File: src/watchdog_pkg.sv
// Package of constants, register map and types for the software recovery watchdog
`default_nettype none
package watchdog_pkg;
	localparam logic [31:0] reload_offset     = 32'h40002580;
	localparam logic [31:0] count_offset      = 32'h40002584;
	localparam logic [31:0] control_offset    = 32'h40002588;
	localparam logic [31:0] clear_offset      = 32'h4000258C;
	localparam logic [31:0] status_offset     = 32'h40002598;
	localparam logic [15:0] reload_reset      = 16'h1000;
	localparam logic [15:0] count_reset       = 16'h1000;
	localparam logic [15:0] control_reset     = 16'h00E9;
	localparam logic [15:0] freerun_wrap      = 16'h1000;
	localparam int          enable_bit        = 5;
	localparam int          mode_bit          = 6;
	localparam int          irq_mode_bit      = 1;
	localparam int          lock_status_bit   = 4;
	localparam int          irq_status_bit    = 0;
	localparam int          clear_status_bit  = 3;
	localparam int          pre_lsb           = 2;
	localparam int          osc_period_ns     = 30518;
	localparam int          clk_period_ns     = 5;
	localparam int          osc_tick_cycles   = osc_period_ns / clk_period_ns;
	localparam int          irq_pulse_cycles  = 2;
	localparam int          clear_sync_cycles = 4;
	localparam logic [11:0] div_16            = 12'h00F;
	localparam logic [11:0] div_256           = 12'h0FF;
	localparam logic [11:0] div_4096          = 12'hFFF;
	typedef struct packed {
		logic        sel;
		logic        write;
		logic [31:0] addr;
	} bus_request_type;
	typedef enum {run_idle, run_count} run_state_type;
endpackage : watchdog_pkg
`default_nettype wire

File: src/software_recovery_watchdog.sv
// Software recovery watchdog with AHB-Lite register slave
//
// Chosen here: the AHB-Lite interface to the registers.
`timescale 1ns/1ps
`default_nettype none
module software_recovery_watchdog #(
	parameter int osc_cycles = watchdog_pkg::osc_tick_cycles
) (
	input  wire logic        mclk,
	input  wire logic        reset_n,
	input  wire logic        hsel,
	input  wire logic [31:0] haddr,
	input  wire logic [1:0]  htrans,
	input  wire logic        hwrite,
	input  wire logic [2:0]  hsize,
	input  wire logic        hready,
	input  wire logic [31:0] hwdata,
	output logic [31:0]      hrdata,
	output logic             hreadyout,
	output logic             hresp,
	output logic             device_reset_request,
	output logic             watchdog_interrupt
);
	import watchdog_pkg::*;
	bus_request_type   pending;
	logic [15:0]       watchdog_reload_value;
	logic [15:0]       watchdog_current_count;
	logic [15:0]       watchdog_control;
	logic              locked;
	logic              control_written;
	logic              clear_pending;
	logic [2:0]        clear_wait;
	logic              reset_issued;
	run_state_type     state;
	run_state_type     next_state;
	wire               take;
	wire               wr;
	wire               wr_reload;
	wire               wr_control;
	wire               wr_clear;
	wire               enabled;
	wire               periodic;
	wire               irq_mode;
	wire               tick;
	wire               at_zero;
	wire               expire;
	wire               irq_busy;
	wire               service;
	wire [15:0]        status_word;
	wire [15:0]        read_word;
	wire [15:0]        next_count;
	// Single-cycle answer; the bus never stalls
	assign hreadyout  = 1'b1;
	assign hresp      = 1'b0;
	assign take       = hsel && hready && htrans[1];
	assign wr         = pending.sel && pending.write;
	assign wr_reload  = wr && (pending.addr == reload_offset) && !locked;
	assign wr_control = wr && (pending.addr == control_offset) && !locked;
	assign wr_clear   = wr && (pending.addr == clear_offset) && !clear_pending;
	assign enabled    = watchdog_control[enable_bit];
	assign periodic   = watchdog_control[mode_bit];
	assign irq_mode   = watchdog_control[irq_mode_bit];
	assign at_zero    = (watchdog_current_count == 16'h0000);
	assign expire     = (state == run_count) && tick && at_zero;
	assign service    = clear_pending && (clear_wait == 3'(clear_sync_cycles - 1));
	assign status_word = {11'h000, locked, clear_pending, 2'b00, irq_busy};
	// Decoded in the address phase so the word stands for the whole data phase
	assign read_word  = (haddr == reload_offset)  ? watchdog_reload_value :
		(haddr == count_offset)   ? watchdog_current_count :
		(haddr == control_offset) ? watchdog_control :
		(haddr == status_offset)  ? status_word : 16'h0000;
	// Count down; free-running wraps back to 0x1000 rather than 0xFFFF
	assign next_count = service ? watchdog_reload_value :
		!tick ? watchdog_current_count :
		!at_zero ? watchdog_current_count - 16'h0001 :
		periodic ? watchdog_reload_value : freerun_wrap;
	assign watchdog_interrupt   = irq_busy;
	assign device_reset_request = reset_issued;
	always_comb begin
		next_state = state;
		case (state)
			run_idle:  next_state = enabled ? run_count : run_idle;
			run_count: next_state = enabled ? run_count : run_idle;
			default:   next_state = run_idle;
		endcase
	end
	watchdog_tick_divider #(
		.osc_cycles (osc_cycles)
	) u_divider (
		.mclk     (mclk),
		.reset_n  (reset_n),
		.run      (state == run_count),
		.prescale (watchdog_control[pre_lsb +: 2]),
		.tick     (tick)
	);
	watchdog_pulse_stretch #(
		.length (irq_pulse_cycles)
	) u_irq_pulse (
		.mclk    (mclk),
		.reset_n (reset_n),
		.start   (expire && irq_mode),
		.busy    (irq_busy)
	);
	always_ff @(posedge mclk or negedge reset_n) begin
		if (!reset_n) begin
			pending <= '0;
		end else begin
			pending <= '{sel: take, write: hwrite, addr: haddr};
		end
	end
	always_ff @(posedge mclk or negedge reset_n) begin
		if (!reset_n) begin
			hrdata <= 32'h00000000;
		end else if (take && !hwrite) begin
			// A read right behind a write to the same register sees the old word
			hrdata <= {16'h0000, read_word};
		end
	end
	// Lock survives everything but reset
	always_ff @(posedge mclk or negedge reset_n) begin
		if (!reset_n) begin
			watchdog_control <= control_reset;
			control_written  <= 1'b0;
			locked           <= 1'b0;
		end else if (wr_control) begin
			watchdog_control <= hwdata[15:0];
			control_written  <= 1'b1;
			locked           <= hwdata[enable_bit];
		end
	end
	always_ff @(posedge mclk or negedge reset_n) begin
		if (!reset_n) begin
			watchdog_reload_value <= reload_reset;
		end else if (wr_reload) begin
			watchdog_reload_value <= hwdata[15:0];
		end
	end
	always_ff @(posedge mclk or negedge reset_n) begin
		if (!reset_n) begin
			watchdog_current_count <= count_reset;
			state                  <= run_count;
		end else begin
			watchdog_current_count <= next_count;
			state                  <= next_state;
		end
	end
	// Crossing delay of a service write; a second write meanwhile is dropped
	always_ff @(posedge mclk or negedge reset_n) begin
		if (!reset_n) begin
			clear_pending <= 1'b0;
			clear_wait    <= 3'h0;
		end else if (wr_clear) begin
			clear_pending <= 1'b1;
			clear_wait    <= 3'h0;
		end else if (service) begin
			clear_pending <= 1'b0;
		end else if (clear_pending) begin
			clear_wait <= clear_wait + 3'h1;
		end
	end
	// Reset request holds until the system reset takes this block down
	always_ff @(posedge mclk or negedge reset_n) begin
		if (!reset_n) begin
			reset_issued <= 1'b0;
		end else if (expire && !irq_mode) begin
			reset_issued <= 1'b1;
		end
	end
	// needs nothing here: writing 0x00 simply clears the enable
	// without locking, which the control path above already gives.
endmodule : software_recovery_watchdog
`default_nettype wire

File: src/watchdog_pulse_stretch.sv
// Fixed-length pulse generator
`timescale 1ns/1ps
`default_nettype none
module watchdog_pulse_stretch #(
	parameter int length = 2
) (
	input  wire logic mclk,
	input  wire logic reset_n,
	input  wire logic start,
	output logic      busy
);
	logic [7:0] remain;
	assign busy = (remain != 8'h00);
	always_ff @(posedge mclk or negedge reset_n) begin
		if (!reset_n) begin
			remain <= 8'h00;
		end else if (start) begin
			remain <= 8'(length);
		end else if (busy) begin
			remain <= remain - 8'h01;
		end
	end
endmodule : watchdog_pulse_stretch
`default_nettype wire

File: src/watchdog_tick_divider.sv
// Oscillator tick generator and selectable prescaler
`timescale 1ns/1ps
`default_nettype none
module watchdog_tick_divider #(
	parameter int osc_cycles = 6103
) (
	input  wire logic       mclk,
	input  wire logic       reset_n,
	input  wire logic       run,
	input  wire logic [1:0] prescale,
	output logic            tick
);
	import watchdog_pkg::*;
	logic [15:0] osc_count;
	logic [11:0] pre_count;
	logic        osc_tick;
	logic [11:0] pre_limit;
	assign osc_tick  = (osc_count == 16'(osc_cycles - 1));
	assign pre_limit = (prescale == 2'h0) ? 12'h000 : (prescale == 2'h1) ? div_16 :
		(prescale == 2'h2) ? div_256 : div_4096;
	assign tick      = run && osc_tick && (pre_count == pre_limit);
	// Free-running oscillator emulation; counts at all times outside reset
	always_ff @(posedge mclk or negedge reset_n) begin
		if (!reset_n) begin
			osc_count <= 16'h0000;
		end else begin
			osc_count <= osc_tick ? 16'h0000 : osc_count + 16'h0001;
		end
	end
	always_ff @(posedge mclk or negedge reset_n) begin
		if (!reset_n) begin
			pre_count <= 12'h000;
		end else if (!run) begin
			pre_count <= 12'h000;
		end else if (osc_tick) begin
			pre_count <= (pre_count >= pre_limit) ? 12'h000 : pre_count + 12'h001;
		end
	end
endmodule : watchdog_tick_divider
`default_nettype wire
File: config.mk
export PLATFORM = sky130hd
export DESIGN_NAME = software_recovery_watchdog
export DESIGN_NICKNAME = d
export VERILOG_FILES = /design/src/watchdog_pkg.sv /design/src/software_recovery_watchdog.sv /design/src/watchdog_pulse_stretch.sv /design/src/watchdog_tick_divider.sv
export SDC_FILE = /design/constraint.sdc
export NUM_CORES = 1
export LEC_CHECK = 0
export BUFFER_PORTS_ARGS = -buffer_cell sky130_fd_sc_hd__buf_2
export CAP_MARGIN = 20
export CORE_ASPECT_RATIO = 1.4
export CORE_MARGIN = 3
export CORE_UTILIZATION = 55
export DETAILED_ROUTE_END_ITERATION = 16
export GPL_ROUTABILITY_DRIVEN = 0
export PLACE_DENSITY = 0.85
export SLEW_MARGIN = 20
export SYNTH_ARGS = -nofsm -noshare
export SYNTH_HDL_FRONTEND = slang
export SYNTH_HIERARCHICAL = 1
export SYNTH_SLANG_ARGS = --single-unit
File: constraint.sdc
create_clock -name mclk -period 3.4 [get_ports mclk]
set_clock_uncertainty 0.15 [all_clocks]
set_input_delay 0.17 -clock mclk [delete_from_list [all_inputs] [get_ports mclk]]
set_output_delay 0.17 -clock mclk [all_outputs]
set_load 0.01 [all_outputs]
==> impl_metrics.toml <==
[detailed_routing]
routed_wl_um = 21600
routed_wire_length_per_instance_um = 22.4
first_pass_iters = 6
via_per_instance_ratio = 6.65
via_count = 6406
drtIter0Drc = 1003
drt_drc_violations_left = 0
ant_nets = 0

[critical_path]
crit_fanout = 7
worstSetupStartpoint = "watchdog_control[2]$_DFFE_PN0P_"
timing.rr.start = "watchdog_control[2]$_DFFE_PN0P_"
endpoint_class_of_the_critical_path = "register"
setup_cp_type = "register to register"
critical_path.startpoint_type = "register"
cp.required_ns = 3.56
crit_arrival_ns = 3.50

[synth]
async_reset_ff_share_pct = 100
yosys-top-cells-area = "sky130_fd_sc_hd__dfrtp_1, sky130_fd_sc_hd__ha_1, sky130_fd_sc_hd__mux2_2"
ys_types = 68
synth.yosys.warnings = 6
netlist_top_cells_count = "sky130_fd_sc_hd__dfrtp_1, sky130_fd_sc_hd__nand2_1, sky130_fd_sc_hd__nor2_1"
synthFlopType = "sky130_fd_sc_hd__dfrtp_1"
postSynthRegisterBits = 141
post_synth_inst_count = 675
synth_enable_flop_cells = 0
synthesized_area_divided_by_synthesized_cell_count_um2 = 10.6
netlist.top_cell.by_area = "sky130_fd_sc_hd__dfrtp_1"
post_synth_instance_area_mm2 = 0.00718
ys_seq_area_share_pct = 49.3
most_frequent_cell_after_synthesis = "sky130_fd_sc_hd__dfrtp_1"
synth_largest_type_area_fraction_pct = 46.4

[cells_and_area]
regArea_mm2 = 0.00354
num_antenna_cells = 0
fin_nets = 895
fill_cells = 796
area_delta_synth_final_pct = 22.2
footprint_of_the_multi_input_gates_mm2 = 0.00333
layout-drive-gt1-share_pct = 23.4

[worst_hold_path]
worst_hold_startpoint = "haddr[3]"
worstHoldPathType = "primary input to register"

[floorplan]
io_pins = 110
starting_utilization_of_the_core_area_pct = 57.2
floorplan.core_area_mm2 = 0.0126
fp-row-count = 48
die_w_um = 103
die-height_um = 141
dieArea_mm2 = 0.0145

[power_and_ir_drop]
worst_vdd_drop_uv = 380
totalPowerFinal_mw = 3.87
static-leakage-power_nw = 4.10
power.density_mw_per_mm2 = 442

[global_routing]
antenna_found_initial = 0
grt_pass1_wl_um = 34900
first_global_vias = 6634
grt_max_degree = 77
grt_overflow_total = 0
global_route.usage.total_pct = 31.3

[clock_network]
tritoncts.num_buffers = 17
max-clock-path-buffers = 2
clk_pin_slew_ns = 0.07
clk-insertion-delay-late_ns = 0.43
cts_max_level = 4
cts_tree = "yes"
clk_root_buffer_cell = "sky130_fd_sc_hd__clkbuf_16"
cts_post_setup_buffers_inserted = 0
number_of_sinks_on_the_clock_net = 141

[sta]
achievable-frequency_mhz = 300
rsz0062_at_grt = "no"
measured_slew_at_the_worst_slew_check_pin_ns = 1.02
finalCriticalPeriod_ns = 3.34
final_min_period_over_clock_period_pct = 98.1
finalHoldViolCount = 0
final-setup-viol-count = 0
setup_tns_ns = 0
max-slew-margin-rel_pct = 31.4
report.final.slew_viol_count = 0

[placement]
buffer_ports.inserted = 71
detailedPlacementHpwl_um = 12300

[run]
drv_cap = 0

[run_status]
outcome = "finished clean"
-- repair_timing --
| action | in CTS | in global routing |
|---|---|---|
| hold buffers | 51 | 0 |
| endpoints found under the setup margin | 0 | 1 |
| endpoints found under the hold margin | 139 | 0 |
| resized for setup | 0 | 1 |
-- routing by layer --
layer | GRT usage, % | part of all wire, %
met3 | 6.83 | 8.8
met1 | 37.0 | 35
met5 | 0 | 0
met4 | 16.7 | 5.6
met2 | 52.4 | 51
-- cell families after synthesis --
family	synth area share [%]
XOR/XNOR	1.59
adder cells (fa/ha/maj)	3.66
multiplexers	6.54
flip-flops	49.3
other	0.105
AND/OR/NAND/NOR	20.4
AO/OA/AOI/OAI	13.2
buffers and inverters	5.21
-- worst max-delay path, cell delays in order, from the launching register on --
cell                      delay (ns)
sky130_fd_sc_hd__dfrtp_1        0.41
sky130_fd_sc_hd__or2_2          0.31
sky130_fd_sc_hd__inv_1          0.11
sky130_fd_sc_hd__ha_1           0.26
sky130_fd_sc_hd__and4_1         0.22
sky130_fd_sc_hd__and4_1         0.24
sky130_fd_sc_hd__buf_4          0.18
sky130_fd_sc_hd__a21oi_1        0.56
sky130_fd_sc_hd__nor2_1         0.13
sky130_fd_sc_hd__mux2_2         0.31
sky130_fd_sc_hd__a221o_1        0.35
-- state kept, by name, summed over array words and instances (netlist names) --
| signal | flops |
|---|---|
| pending | 34 |
| hrdata | 16 |
| u_divider/osc_count | 16 |
| watchdog_control | 16 |
| watchdog_current_count | 16 |
| watchdog_reload_value | 16 |
| u_divider/pre_count | 12 |
| u_irq_pulse/remain | 8 |
| clear_wait | 3 |
| clear_pending | 1 |
| device_reset_request | 1 |
| locked | 1 |
| state | 1 |
-- stage by stage --
| stage | area [um^2] | util (%) | worst slack, ns | instances | hold slack, ns |
|---|---|---|---|---|---|
| global route | 8770 | 69.9 | 0.0112 | 963 | 0.0526 |
| floorplan | 7240 | - | 0.315 | 691 | -0.276 |
| detailed placement | 7640 | 60.8 | 0.228 | 880 | 0.0985 |
| CTS | 8770 | 69.9 | 0.163 | 963 | 0.0308 |
| global placement | 7640 | 60.8 | 0.366 | 880 | 0.0831 |
| finish | 8770 | 69.9 | 0.0631 | 963 | 0.0476 |
-- path summary, 6_finish.rpt --
kind / depth (start not counted) / slack, ns / end
worst min-delay path: 1 / 0.05 / pending[3]$_DFF_PN0_
worst min register to register: 0 / 0.23 / state[0]$_DFF_PN1_
worst max-delay path: 10 / 0.06 / watchdog_current_count[14]$_DFFE_PN0P_
worst max register to register: 10 / 0.06 / watchdog_current_count[14]$_DFFE_PN0P_
min in group asynchronous: 2 / 0.20 / u_divider/pre_count[10]$_DFFE_PN0P_
max in group asynchronous: 3 / 2.06 / watchdog_control[5]$_DFFE_PN1P_
-- area by class of cell --
cell class / instances / share of cell area (%)
clock buffer: 17 / 4.85
clock inverter: 15 / 2.23
inverter: 24 / 1.03
multi-input combinational: 478 / 38.0
tap: 150 / 2.14
sequential: 141 / 40.3
timing repair buffer: 138 / 11.5
-- where the power goes --
group	internal, mW	leakage [nW]	total, mW	switching [mW]
Clock	1.12	0.301	1.97	0.849
Sequential	1.70	1.85	1.71	0.0147
Combinational	0.0789	1.95	0.189	0.110
Total	2.90	4.10	3.87	0.974
-- cells in the final DEF, fill, tap and decap left out, types with 9 or more instances in the layout --
cell type,instances
sky130_fd_sc_hd__a21oi_1,14
sky130_fd_sc_hd__dfrtp_1,133
sky130_fd_sc_hd__clkbuf_16,17
sky130_fd_sc_hd__a221o_1,13
sky130_fd_sc_hd__buf_4,15
sky130_fd_sc_hd__nor4_1,15
sky130_fd_sc_hd__nor2_1,47
sky130_fd_sc_hd__dlygate4sd3_1,51
sky130_fd_sc_hd__nor3_1,9
sky130_fd_sc_hd__ha_1,21
sky130_fd_sc_hd__nand3_1,16
sky130_fd_sc_hd__o31ai_1,12
sky130_fd_sc_hd__a31oi_1,10
sky130_fd_sc_hd__and3_1,11
sky130_fd_sc_hd__inv_1,23
sky130_fd_sc_hd__buf_2,70
sky130_fd_sc_hd__conb_1,18
sky130_fd_sc_hd__mux2_4,10
sky130_fd_sc_hd__o21ai_0,40
sky130_fd_sc_hd__nand2_1,61
sky130_fd_sc_hd__nand4_1,14
sky130_fd_sc_hd__a22oi_1,14
sky130_fd_sc_hd__mux2_2,23
(Power assumes the default switching activity.)
